[config.mk]
export PLATFORM = sky130hd
export DESIGN_NAME = trmc_codec
export DESIGN_NICKNAME = d
export VERILOG_FILES = /design/src/logic/trmc_codec.v /design/src/logic/trmc_rx_field.v
export VERILOG_INCLUDE_DIRS = /design/src /design/src/pkg
export SDC_FILE = /design/constraint.sdc
export NUM_CORES = 1
export LEC_CHECK = 0
export BUFFER_PORTS_ARGS = -buffer_cell sky130_fd_sc_hd__buf_2
export CAP_MARGIN = 20
export CORE_ASPECT_RATIO = 0.7
export CORE_MARGIN = 4
export CORE_UTILIZATION = 30
export DETAILED_ROUTE_END_ITERATION = 10
export GPL_TIMING_DRIVEN = 1
export HOLD_SLACK_MARGIN = 0.1
export SLEW_MARGIN = 15
export SYNTH_ARGS = -nofsm -noshare
export SYNTH_HDL_FRONTEND = slang
export SYNTH_SLANG_ARGS = --single-unit
export TNS_END_PERCENT = 100
[constraint.sdc]
create_clock -name clk_sys -period 6.74 [get_ports clk_sys]
set_clock_uncertainty 0.1 [all_clocks]
set_input_delay 0.674 -clock clk_sys [delete_from_list [all_inputs] [get_ports clk_sys]]
set_output_delay 0.674 -clock clk_sys [all_outputs]
set_load 0.05 [all_outputs]
[src/pkg/trmc_map.vh]
// Constants for the tunnel renewal and flow removal message codec.
// Assumes payload octets arrive and leave one per valid cycle, lowest first.
// How it works
// - Renewal request answered with renewal confirmation payload
// - Octets 0,1: originator ident, tunnel flow
// - Octet 2 result: 00 ok, 01-03 failures
// - 04-06 reverse failures; 07-ff reserved, never sent
// - Octet 3 relay count, zero unless success
// - Relay pairs from octet 4, node then flow
// - Relays, direction, inverse idents only on success
// - Direction flag after relays: 01 bi, 00 uni
// - n+1 inverse idents follow, endpoint first
// - Inverse idents only when direction is 01
// - On failure, failing node ident at octets 4-7
// - Removal request: four octets, origin/flow/relay/flow
// - Relay answers removal request with confirmation
// - Removal confirmation: four octets, same layout
`ifndef TRMC_MAP_VH
`define TRMC_MAP_VH
`define TRMC_RC_OK 8'h00
`define TRMC_RC_RSV 8'h07
`define TRMC_DIR_UNI 8'h00
`define TRMC_DIR_BI 8'h01
`define TRMC_OFS_ORIG 4'h0
`define TRMC_OFS_FLOW 4'h1
`define TRMC_OFS_CODE 4'h2
`define TRMC_OFS_CNT 4'h3
`define TRMC_OFS_FAIL 4'h7
`define TRMC_REM_LEN 4'h4
`define TRMC_MAX_RELAY 4'h8
`define TRMC_IDX_W 4
`define TRMC_OFS_RELAY 5'd4
`define TRMC_RC_SUB 8'h03
`endif

[src/logic/trmc_codec.v]
// Renewal confirmation builder and flow removal request parser/answerer.
// Assumes the peer keeps valid steady for a whole message and honours ready.
`timescale 1ns/10ps
`include "trmc_map.vh"
module trmc_codec (
  input wire clk_sys, // 250 MHz system clock
  input wire nrst, // Async reset, active low
  input wire cnf_start, // Pulse: build a renewal confirmation
  input wire [7:0] origin_node_ident, // Originator node ident
  input wire [7:0] tunnel_flow_ident, // Tunnel flow ident
  input wire [7:0] result_code, // Outcome of rebuild
  input wire [3:0] relay_count, // Relays n in rebuilt tunnel
  input wire [63:0] relay_node_ident, // Relay node idents, entry k at [8k+7:8k]
  input wire [63:0] relay_flow_ident, // Relay flow idents, entry k
  input wire bidir, // Flow is bidirectional
  input wire [71:0] inverse_flow_ident, // Inverse idents, endpoint first
  input wire [7:0] fail_node_ident, // Node that failed
  output wire cnf_busy, // Confirmation being sent
  input wire rx_valid, // Removal request octet valid
  input wire [7:0] rx_data, // Removal request octet
  input wire rx_last, // Last octet of request
  output wire rx_ready, // Parser can take an octet
  output reg rx_malformed_r, // Pulse: bad payload dropped
  output reg rm_done_r, // Pulse: relay flow to delete
  output reg [7:0] rm_flow_ident_r, // Relay flow ident to delete
  output reg tx_valid_r, // Outgoing octet valid
  output reg [7:0] tx_data_r, // Outgoing octet
  output reg tx_last_r, // Last octet of message
  input wire tx_ready // Peer takes outgoing octet
);
  localparam ST_IDLE = 2'b00;
  localparam ST_CNF = 2'b01;
  localparam ST_RMC = 2'b10;
  reg [1:0] state_r;
  reg [1:0] state_nxt;
  reg [4:0] idx_r; // Octet index within message
  reg [4:0] len_r; // Octet count minus one
  reg [7:0] code_r;
  reg [3:0] cnt_r;
  reg bidir_r;
  reg [63:0] rnode_r;
  reg [63:0] rflow_r;
  reg [71:0] inv_r;
  reg [7:0] o0_r;
  reg [7:0] o1_r;
  reg [7:0] fail_r;
  reg [2:0] rx_idx_r; // Received octet index, saturating at 4
  reg [7:0] oct_nxt;
  wire [7:0] rx_q [0:3];
  wire [3:0] rx_ld;
  // Handshake terms shared by both message paths; confirmation success flag and direction octet position
  wire tx_go = tx_valid_r & tx_ready;
  wire tx_end = tx_go & tx_last_r;
  wire ok = (code_r == `TRMC_RC_OK);
  wire [4:0] dir_pos = {cnt_r, 1'b0} + `TRMC_OFS_RELAY;
  // Chooser looks one octet ahead while an octet waits, so the
  // output register reloads with the next octet on the accepting edge
  wire [4:0] sel_idx = (tx_valid_r & ~tx_last_r) ? idx_r + 5'd1 : idx_r;
  wire [4:0] rel_off = sel_idx - `TRMC_OFS_RELAY;
  wire [4:0] inv_off = sel_idx - dir_pos - 5'd1;
  wire rx_take = rx_valid & rx_ready;
  assign cnf_busy = (state_r == ST_CNF);
  // Request intake closes while any answer is built or sent
  assign rx_ready = (state_r == ST_IDLE) & ~cnf_start;

  // Captures of the four removal request octets
  genvar g;
  generate
    for (g = 0; g < 4; g = g + 1) begin : g_rx
      assign rx_ld[g] = rx_take & (rx_idx_r == g);
      trmc_rx_field u_fld (
        .clk_sys(clk_sys),
        .nrst(nrst),
        .load(rx_ld[g]),
        .din(rx_data),
        .q_r(rx_q[g])
      );
    end
  endgenerate

  // Octet chooser for the message being sent
  always @* begin
    oct_nxt = 8'h00;
    if (state_r == ST_RMC) begin
      case (sel_idx[1:0])
        2'd0: oct_nxt = rx_q[0];
        2'd1: oct_nxt = rx_q[1];
        2'd2: oct_nxt = rx_q[2];
        default: oct_nxt = rx_q[3];
      endcase
    end else if (sel_idx == `TRMC_OFS_ORIG) begin
      oct_nxt = o0_r;
    end else if (sel_idx == `TRMC_OFS_FLOW) begin
      oct_nxt = o1_r;
    end else if (sel_idx == `TRMC_OFS_CODE) begin
      oct_nxt = code_r;
    end else if (sel_idx == `TRMC_OFS_CNT) begin
      oct_nxt = ok ? {4'h0, cnt_r} : 8'h00;
    end else if (!ok) begin
      oct_nxt = fail_r;
    end else if (sel_idx < dir_pos) begin
      oct_nxt = rel_off[0] ? rflow_r[rel_off[4:1]*8 +: 8] : rnode_r[rel_off[4:1]*8 +: 8];
    end else if (sel_idx == dir_pos) begin
      oct_nxt = bidir_r ? `TRMC_DIR_BI : `TRMC_DIR_UNI;
    end else begin
      oct_nxt = inv_r[inv_off[3:0]*8 +: 8];
    end
  end

  // Next state
  // A start pulse closes intake, so start and request never coincide
  always @* begin
    state_nxt = state_r;
    case (state_r)
      ST_IDLE: begin
        if (cnf_start) begin
          state_nxt = ST_CNF;
        end else if (rx_take & rx_last & (rx_idx_r == 3'd3)) begin
          state_nxt = ST_RMC;
        end
      end
      ST_CNF, ST_RMC: begin
        if (tx_end) begin
          state_nxt = ST_IDLE;
        end
      end
      default: state_nxt = ST_IDLE;
    endcase
  end

  // Message sequencing and captures
  always @(posedge clk_sys or negedge nrst) begin
    if (!nrst) begin
      state_r <= ST_IDLE;
      idx_r <= 5'd0;
      len_r <= 5'd0;
      code_r <= 8'h00;
      cnt_r <= 4'h0;
      bidir_r <= 1'b0;
      rnode_r <= 64'h0;
      rflow_r <= 64'h0;
      inv_r <= 72'h0;
      o0_r <= 8'h00;
      o1_r <= 8'h00;
      fail_r <= 8'h00;
      rx_idx_r <= 3'd0;
      rx_malformed_r <= 1'b0;
      rm_done_r <= 1'b0;
      rm_flow_ident_r <= 8'h00;
      tx_valid_r <= 1'b0;
      tx_data_r <= 8'h00;
      tx_last_r <= 1'b0;
    end else begin
      state_r <= state_nxt;
      rx_malformed_r <= 1'b0;
      rm_done_r <= 1'b0;
      if (state_r == ST_IDLE && cnf_start) begin
        o0_r <= origin_node_ident;
        o1_r <= tunnel_flow_ident;
        // Reserved codes never leave; sent as insufficient resources
        code_r <= (result_code >= `TRMC_RC_RSV) ? `TRMC_RC_SUB : result_code;
        // Counts above eight clamp; the relay buses hold eight entries
        cnt_r <= (relay_count > `TRMC_MAX_RELAY) ? `TRMC_MAX_RELAY : relay_count;
        bidir_r <= bidir;
        rnode_r <= relay_node_ident;
        rflow_r <= relay_flow_ident;
        inv_r <= inverse_flow_ident;
        fail_r <= fail_node_ident;
        idx_r <= 5'd0;
      end
      // Length: success 4+2n+1(+n+1), failure 8 octets
      // Failure carries the failing node at octets four to seven
      if (state_r == ST_CNF && idx_r == 5'd0 && !tx_valid_r) begin
        if (!ok) begin
          len_r <= {1'b0, `TRMC_OFS_FAIL};
        end else if (bidir_r) begin
          len_r <= dir_pos + {1'b0, cnt_r} + 5'd1;
        end else begin
          len_r <= dir_pos;
        end
        tx_valid_r <= 1'b1;
        tx_data_r <= oct_nxt;
        tx_last_r <= 1'b0;
      end
      if (state_r == ST_RMC && !tx_valid_r) begin
        len_r <= {1'b0, `TRMC_REM_LEN} - 5'd1;
        tx_valid_r <= 1'b1;
        tx_data_r <= oct_nxt;
        tx_last_r <= 1'b0;
      end
      // Advance one octet per accepted cycle
      if (tx_go) begin
        if (tx_last_r) begin
          tx_valid_r <= 1'b0;
          tx_last_r <= 1'b0;
          idx_r <= 5'd0;
        end else begin
          idx_r <= idx_r + 5'd1;
        end
      end
      // Last flag rises as the final octet loads, never while it waits
      if (tx_valid_r && (idx_r + (tx_go ? 5'd1 : 5'd0)) == len_r && !tx_end) begin
        tx_last_r <= 1'b1;
      end
      if (tx_go && !tx_last_r) begin
        tx_data_r <= oct_nxt;
      end
      // Removal request parse: exactly four octets
      // Over-long requests saturate the index and end as malformed
      if (rx_take) begin
        rx_idx_r <= rx_last ? 3'd0 : ((rx_idx_r == 3'd4) ? 3'd4 : rx_idx_r + 3'd1);
        if (rx_last && rx_idx_r == 3'd3) begin
          rm_done_r <= 1'b1;
          rm_flow_ident_r <= rx_data;
          idx_r <= 5'd0;
        end else if (rx_last) begin
          rx_malformed_r <= 1'b1;
        end
      end
    end
  end

endmodule // trmc_codec

[src/logic/trmc_rx_field.v]
// Byte-wide capture register with load enable, reset to zero.
// Assumes one system clock and asynchronous active-low reset.
`timescale 1ns/10ps
module trmc_rx_field (
  input wire clk_sys, // System clock
  input wire nrst, // Async reset, active low
  input wire load, // Capture strobe
  input wire [7:0] din, // Incoming octet
  output reg [7:0] q_r // Held octet
);
  // Capture on strobe
  always @(posedge clk_sys or negedge nrst) begin
    if (!nrst) begin
      q_r <= 8'h00;
    end else if (load) begin
      q_r <= din;
    end
  end
endmodule // trmc_rx_field

==> impl_metrics.json, run 1 <==
{
  "slew_violations": 0,
  "core_um2": 50800,
  "critical_path_class": "flip-flop to flip-flop",
  "slowest_stage": "ha_1",
  "crit_family": "adder cells",
  "vias": 13518,
  "ys_seq_elements": 304,
  "antenna_found_initial": 2,
  "p_leak_nw": 9.22,
  "start_kind": "flip-flop",
  "final_cell_mix": "749 x nand2_1, 303 x dfrtp_1, 271 x buf_2",
  "path_cells": "buf_4 -> ha_1 -> nand3b_1 -> xnor2_2 -> buf_4 -> inv_1 -> buf_4 -> ha_1 -> nand2_1 -> a2111oi_0 -> a211o_1 -> nor4_1 -> nor4_1 -> a21oi_1",
  "grtUsageTotal_pct": 19.2,
  "grt_max_degree": 122,
  "synth_area_leader_cell": "dfrtp_1",
  "dieArea_um2": 55100,
  "pwr-share-clk_pct": 19.6,
  "layout_setup_ws_ns": 2.13,
  "cp-startpoint": "idx_r[0]$_DFF_PN0_",
  "finalWeightedCongestion": 0.934,
  "fill_cells": 5253,
  "clk_path_buf_depth": 3,
  "cpMostUsedCell": "buf_4",
  "ant_nets": 0,
  "rsz0062_at_grt": "no",
  "port_buffers": 272,
  "hold_viol_final": 0,
  "synth_top_family_by_area": "simple AND/OR/NAND/NOR gates",
  "hp-class": "primary input to async pin",
  "synthAdderAreaFrac_pct": 2.24,
  "path_buf_inv": 4,
  "yosys.area_share.simple_pct": 23.6,
  "pwr-share-comb_pct": 46.6,
  "max_freq_mhz": 217,
  "synth_flop_cell": "dfrtp_1",
  "dp_slack_ns": 2.39,
  "synth_xor_area_share_pct": 1.09,
  "syn_area_um2": 15400,
  "timing.rr.end": "tx_data_r[7]$_DFFE_PN0P_",
  "clockRootBuffer": "clkbuf_16",
  "ys_seq_area_share_pct": 49.4,
  "ys_types": 85,
  "cts_hold_buf": 0,
  "synth_top_area_share_pct": 49.4,
  "layoutNonFillerInstCount": 2645,
  "required_ns": 7.05,
  "vias_per_cell": 5.11,
  "rows": 69,
  "synth_area_leaders": "dfrtp_1 49%, nand2_1 18%, mux2_2 3.1%",
  "crit_arrival_ns": 4.93,
  "seqPwrFrac_pct": 33.8,
  "worstSkewPairLatency_ns": 0.54,
  "layout-drive-gt1-share_pct": 21.9,
  "p_sw_share_pct": 44.4,
  "r2r_cells": 14,
  "antennaDiodeCount": 0,
  "synth_mux_area_share_pct": 8.22,
  "drt-total-wl_mm": 54.0,
  "rrSetupSlack_ns": 2.13,
  "worst_ir_drop_vdd_v": 0.000234,
  "synth-edff-count": 0,
  "postSynthCellCount": 1733,
  "reg2reg_from": "idx_r[0]$_DFF_PN0_",
  "worst_slew_margin_rel_pct": 32.7,
  "first_global_vias": 13559,
  "synth_compound_area_share_pct": 11.8,
  "grt_overflow_total": 0,
  "initial_core_util_pct": 30.4,
  "layout_commonest_cell": "nand2_1",
  "syn_area_per_cell_um2": 8.89,
  "max_cap_violations": 0,
  "die_h_um": 198,
  "drt_first_pass_iters": 5,
  "area_growth_pct": 20.2,
  "async_reset_ff_share_pct": 100,
  "drt-wirelength-per-cell_um": 20.4,
  "fin_crit_sh_pct": 68.4,
  "cts.repair.resized": 0,
  "grt_first_pass_wirelength_mm": 82.1,
  "max_stage_delay_ns": 0.68,
  "dp.cells": 2584,
  "post_cts_buffers": 0,
  "min_period_ns": 4.61,
  "cts_tree": "yes",
  "ys_warn_count": 0,
  "path_max_fanout": 62,
  "tightest_slew_ns": 1.01,
  "switching_power_mw": 4.41,
  "setup_viol_count_final": 0,
  "cts-buffers-inserted": 34,
  "cp_num_cells": 14,
  "cts_sinks": 304,
  "critical_path.endpoint": "tx_data_r[7]$_DFFE_PN0P_",
  "drt_iter0_drc": 1284,
  "tns_ns": 0,
  "power_density_nw_per_um2": 537,
  "endpoint_kind": "flip-flop",
  "syn-num-nets": 2011,
  "status": "finished, final reports clean",
  "p_int_mw": 5.54,
  "clk_pin_slew_ns": 0.06,
  "nNetsFinal": 2226,
  "drc": 0,
  "htreeDepth": 2,
  "hpwl_mm": 40.3,
  "die_w_um": 279,
  "io_pins": 273
}
-- synthesized netlist by cell type, drive strengths merged, types with 7 or more instances --
| library cell | number |
|---|---|
| o21ai | 41 |
| a2111oi | 9 |
| clkbuf | 75 |
| ha | 26 |
| a31oi | 20 |
| and3 | 15 |
| nand3b | 7 |
| mux2i | 35 |
| a221oi | 9 |
| o221ai | 22 |
| nor3 | 12 |
| nand2 | 751 |
| nor2 | 44 |
| nor2b | 11 |
| a211oi | 22 |
| mux4 | 19 |
| nand3 | 18 |
| mux2 | 43 |
| a21oi | 67 |
| and2 | 16 |
| buf | 35 |
| o22ai | 17 |
| xnor2 | 9 |
| inv | 21 |
| dfrtp | 304 |
-- logic make-up after synthesis --
group,Yosys count
DFF,304
muxes,97
AOI/OAI and AO/OA,262
xor gates and xnor gates,14
and+or+nand+nor,898
adders and majority gates,27
buffers and inverters,131
-- power groups by stage --
| stage | Clock, mW | Combinational (mW) | Sequential (mW) |
|---|---|---|---|
| final | 1.95 | 4.64 | 3.36 |
| after global routing | 2.07 | 5.10 | 3.44 |
| after CTS | 2.00 | 4.61 | 3.34 |
| after detailed placement | 0 | 4.59 | 3.36 |
| after global placement | 0 | 4.49 | 3.35 |
| after floorplan | 0 | 3.26 | 3.16 |
-- worst min-delay path by stage --
stage / from / endpoint / slack, ns / depth (start not counted)
finish: nrst / inv_r[31]$_DFFE_PN0P_ / 0.07 / 1
detailed placement: inv_r[23]$_DFFE_PN0P_ / inv_r[23]$_DFFE_PN0P_ / 0.36 / 2
global route: nrst / inv_r[31]$_DFFE_PN0P_ / 0.16 / 1
floorplan: nrst / bidir_r$_DFFE_PN0P_ / 0.28 / 0
CTS: nrst / inv_r[35]$_DFFE_PN0P_ / 0.14 / 1
global placement: rflow_r[28]$_DFFE_PN0P_ / rflow_r[28]$_DFFE_PN0P_ / 0.35 / 2
-- metal layers --
metal | GRT usage, % | vias to the layer above | wire (um)
met1 | 27.4 | 6633 | 24400
met4 | 4.48 | 4 | 1120
met2 | 29.2 | 505 | 23800
met3 | 5.32 | 75 | 4590
met5 | 0 | - | 32
li1 | - | 6301 | -
-- final cells by class --
type | instances | area [um2] | area share (%)
Clock buffer | 44 | 948 | 5.12
Clock inverter | 15 | 208 | 1.12
Inverter | 21 | 78.8 | 0.426
Multi-Input combinational cell | 1298 | 7290 | 39.4
Sequential cell | 304 | 7610 | 41.1
Tap cell | 674 | 843 | 4.55
Timing Repair Buffer | 289 | 1540 | 8.34
-- through the flow --
stage | hold slack, ns | util [%] | total power, mW | cell area [um2]
after floorplan | 0.278 | - | 6.42 | 15400
after CTS | 0.137 | 36.4 | 9.95 | 18500
final | 0.0690 | 36.5 | 9.95 | 18500
after global placement | 0.355 | 34.1 | 7.85 | 17300
after detailed placement | 0.358 | 34.1 | 7.95 | 17300
after global routing | 0.155 | 36.5 | 10.6 | 18500
-- sequential cells by signal (all words and copies together), names as in the netlist --
signal	cells
bidir_r	1
cnt_r	4
code_r	8
fail_r	8
g_rx.u_fld.q_r	32
idx_r	5
inv_r	72
len_r	5
o0_r	8
o1_r	8
rflow_r	64
rm_done_r	1
rm_flow_ident_r	8
rnode_r	64
rx_idx_r	3
rx_malformed_r	1
state_r	2
tx_data_r	8
tx_last_r	1
tx_valid_r	1
(Power assumes the default switching activity.)
==> run 2: changes to the inputs <==
Clock period 6.74 ns to 4.24 ns, I/O delays scaled along.
==> run 2 against run 1 <==
  * Final area is 13% higher
  * Worst hold slack better by 0.047 ns
  * Largest power group unchanged
  * Register-to-register slack got worse by 1.6 ns
  * Sequential cell count unchanged
  * Critical endpoint is now tx_data_r[3]$_DFFE_PN0P_
  * Power up 60%
  * Combinational power is 65% higher
  * Fmax grew 23%
  * Clock-buffer cell count up 2
  * First-iteration DRC count decreased by 7.1%
==> impl_metrics.json, run 2 (synthesis results as in run 1) <==
{
  "status": "finished, final reports clean",
  "max_stage_delay_ns": 0.52,
  "grtUsageTotal_pct": 20.2,
  "port_buffers": 272,
  "min_to": "g_rx[3].u_fld.q_r[2]$_DFFE_PN0P_",
  "start_kind": "flip-flop",
  "clk_pin_slew_ns": 0.06,
  "slowest_stage": "o41ai_1",
  "fin_crit_sh_pct": 88.2,
  "hp-class": "primary input to flip-flop",
  "tightest_slew_ns": 0.973,
  "endpoint_kind": "flip-flop",
  "max_cap_violations": 0,
  "rrSetupSlack_ns": 0.50,
  "cts_tree": "yes",
  "initial_core_util_pct": 30.4,
  "cts_sinks": 304,
  "io_pins": 273,
  "final_core_util_pct": 41.4,
  "finalWeightedCongestion": 0.906,
  "cts-buffers-inserted": 34,
  "largest_reg_flops": 72,
  "drt_first_pass_iters": 6,
  "p_leak_nw": 10.3,
  "r2r_cells": 13,
  "area_growth_pct": 36.3,
  "post_cts_buffers": 0,
  "layout_commonest_cell": "nand2_1",
  "rows": 69,
  "reg2reg_from": "idx_r[1]$_DFF_PN0_",
  "slew_violations": 0,
  "clk_path_buf_depth": 3,
  "clockRootBuffer": "clkbuf_16",
  "antenna_found_initial": 4,
  "drt-total-wl_mm": 56.5,
  "grt_max_degree": 123,
  "htreeDepth": 2,
  "timing.rr.end": "tx_data_r[3]$_DFFE_PN0P_",
  "holdPathStages": 2,
  "nNetsFinal": 2480,
  "drc": 0,
  "worst_ir_drop_vdd_v": 0.000351,
  "power_density_nw_per_um2": 760,
  "hpwl_mm": 40.8,
  "final_cell_mix": "749 x nand2_1, 303 x dfrtp_1, 271 x buf_2",
  "largest-register": "inv_r",
  "hold_viol_final": 0,
  "min_period_ns": 3.74,
  "worst_slew_margin_rel_pct": 35.1,
  "setup_viol_count_final": 0,
  "tns_ns": 0,
  "drt_iter0_drc": 1193,
  "dp.cells": 2608,
  "vias": 14622,
  "max_freq_mhz": 267,
  "cpMostUsedCell": "ha_1",
  "path_max_fanout": 38,
  "min-delay-start": "rx_data[2]",
  "drt-wirelength-per-cell_um": 19.5,
  "layout-drive-gt1-share_pct": 20.2,
  "grt_first_pass_wirelength_mm": 87.7,
  "core_um2": 50800,
  "reg_top3": "inv_r: 72 flops, rflow_r: 64 flops, rnode_r: 64 flops",
  "design_area_um2": 21000,
  "crit_arrival_ns": 4.10,
  "rsz0062_at_grt": "no",
  "die_h_um": 198,
  "critical_path_class": "flip-flop to flip-flop",
  "post_dp_cell_area_um2": 17500,
  "first_global_vias": 14932,
  "required_ns": 4.60,
  "path_cells": "buf_4 -> ha_1 -> nand3b_1 -> xnor2_2 -> inv_1 -> ha_1 -> and3_1 -> a32oi_1 -> o32a_1 -> nor2_1 -> o41ai_1 -> o21ai_0 -> a21oi_1",
  "vias_per_cell": 5.04,
  "power_mw": 15.9,
  "dieArea_um2": 55100,
  "die_w_um": 279,
  "worstSkewPairLatency_ns": 0.53,
  "ant_nets": 0,
  "layoutNonFillerInstCount": 2904,
  "grt_overflow_total": 0
}
==> run 2: cell count changes in the layout (fill, tap and decap cells not counted), sizes merged <==
cell / change
buf: +23
inv: -2
clkinvlp: +1
bufinv: -1
diode: +2
clkbuf: +2
dlygate4sd3: +231
clkinv: +3
==> run 2: per-layer routing <==
metal  GRT usage (%)  wire, um  up-vias
met3            3.93      3820      112
li1                -         -     6825
met5               0        13        -
met4            5.59      1600        2
met1            29.0     26100     7140
met2            31.4     25000      543
==> run 2: cell type report <==
cell class	count	area, um2
multi-input combinational	1298	7260
timing repair buffer	543	4080
sequential	304	7610
antenna	2	5.00
clock buffer	46	936
clock inverter	16	183
tap	674	843
fill	4993	29800
inverter	21	78.8
==> run 2: metrics by stage <==
stage | hold slack [ns] | worst slack, ns
finish | 0.116 | 0.498
global route | 0.121 | 0.256
CTS | 0.101 | 0.515
detailed placement | 0.320 | 0.532
global placement | 0.319 | 0.609
floorplan | 0.0284 | 0.0363
==> run 2: where the power goes <==
group          internal (mW)  leakage (nW)  total [mW]  switching (mW)
Clock                   1.75         0.548        3.00            1.25
Combinational           3.05          5.96        7.66            4.60
Sequential              4.20          3.78        5.29            1.10
Total                   9.00          10.3        15.9            6.95
==> run 2: timing repair <==
item                      4_1_cts  5_1_grt
resized for setup               0        0
hold buffers                  231        0
hold endpoints to repair      297        0
==> run 2: worst max path at each step <==
| stage | startpoint | endpoint | slack, ns | depth (start not counted) |
|---|---|---|---|---|
| after global placement | idx_r[1]$_DFF_PN0_ | tx_data_r[4]$_DFFE_PN0P_ | 0.61 | 12 |
| after detailed placement | idx_r[1]$_DFF_PN0_ | tx_data_r[4]$_DFFE_PN0P_ | 0.53 | 12 |
| after CTS | idx_r[1]$_DFF_PN0_ | tx_data_r[4]$_DFFE_PN0P_ | 0.52 | 12 |
| after floorplan | idx_r[0]$_DFF_PN0_ | tx_data_r[4]$_DFFE_PN0P_ | 0.04 | 19 |
| final | idx_r[1]$_DFF_PN0_ | tx_data_r[3]$_DFFE_PN0P_ | 0.50 | 13 |
| after global routing | idx_r[1]$_DFF_PN0_ | tx_data_r[3]$_DFFE_PN0P_ | 0.26 | 13 |
==> run 2: critical path, delay by kind of cell (launching register included) <==
| family | cells | cell delay [ns] |
|---|---|---|
| DFF | 1 | 0.36 |
| and+or+nand+nor | 3 | 0.39 |
| buffers and inverters | 2 | 0.52 |
| adders and majority gates | 2 | 0.63 |
| xor gates and xnor gates | 1 | 0.30 |
| AOI/OAI and AO/OA | 5 | 1.37 |
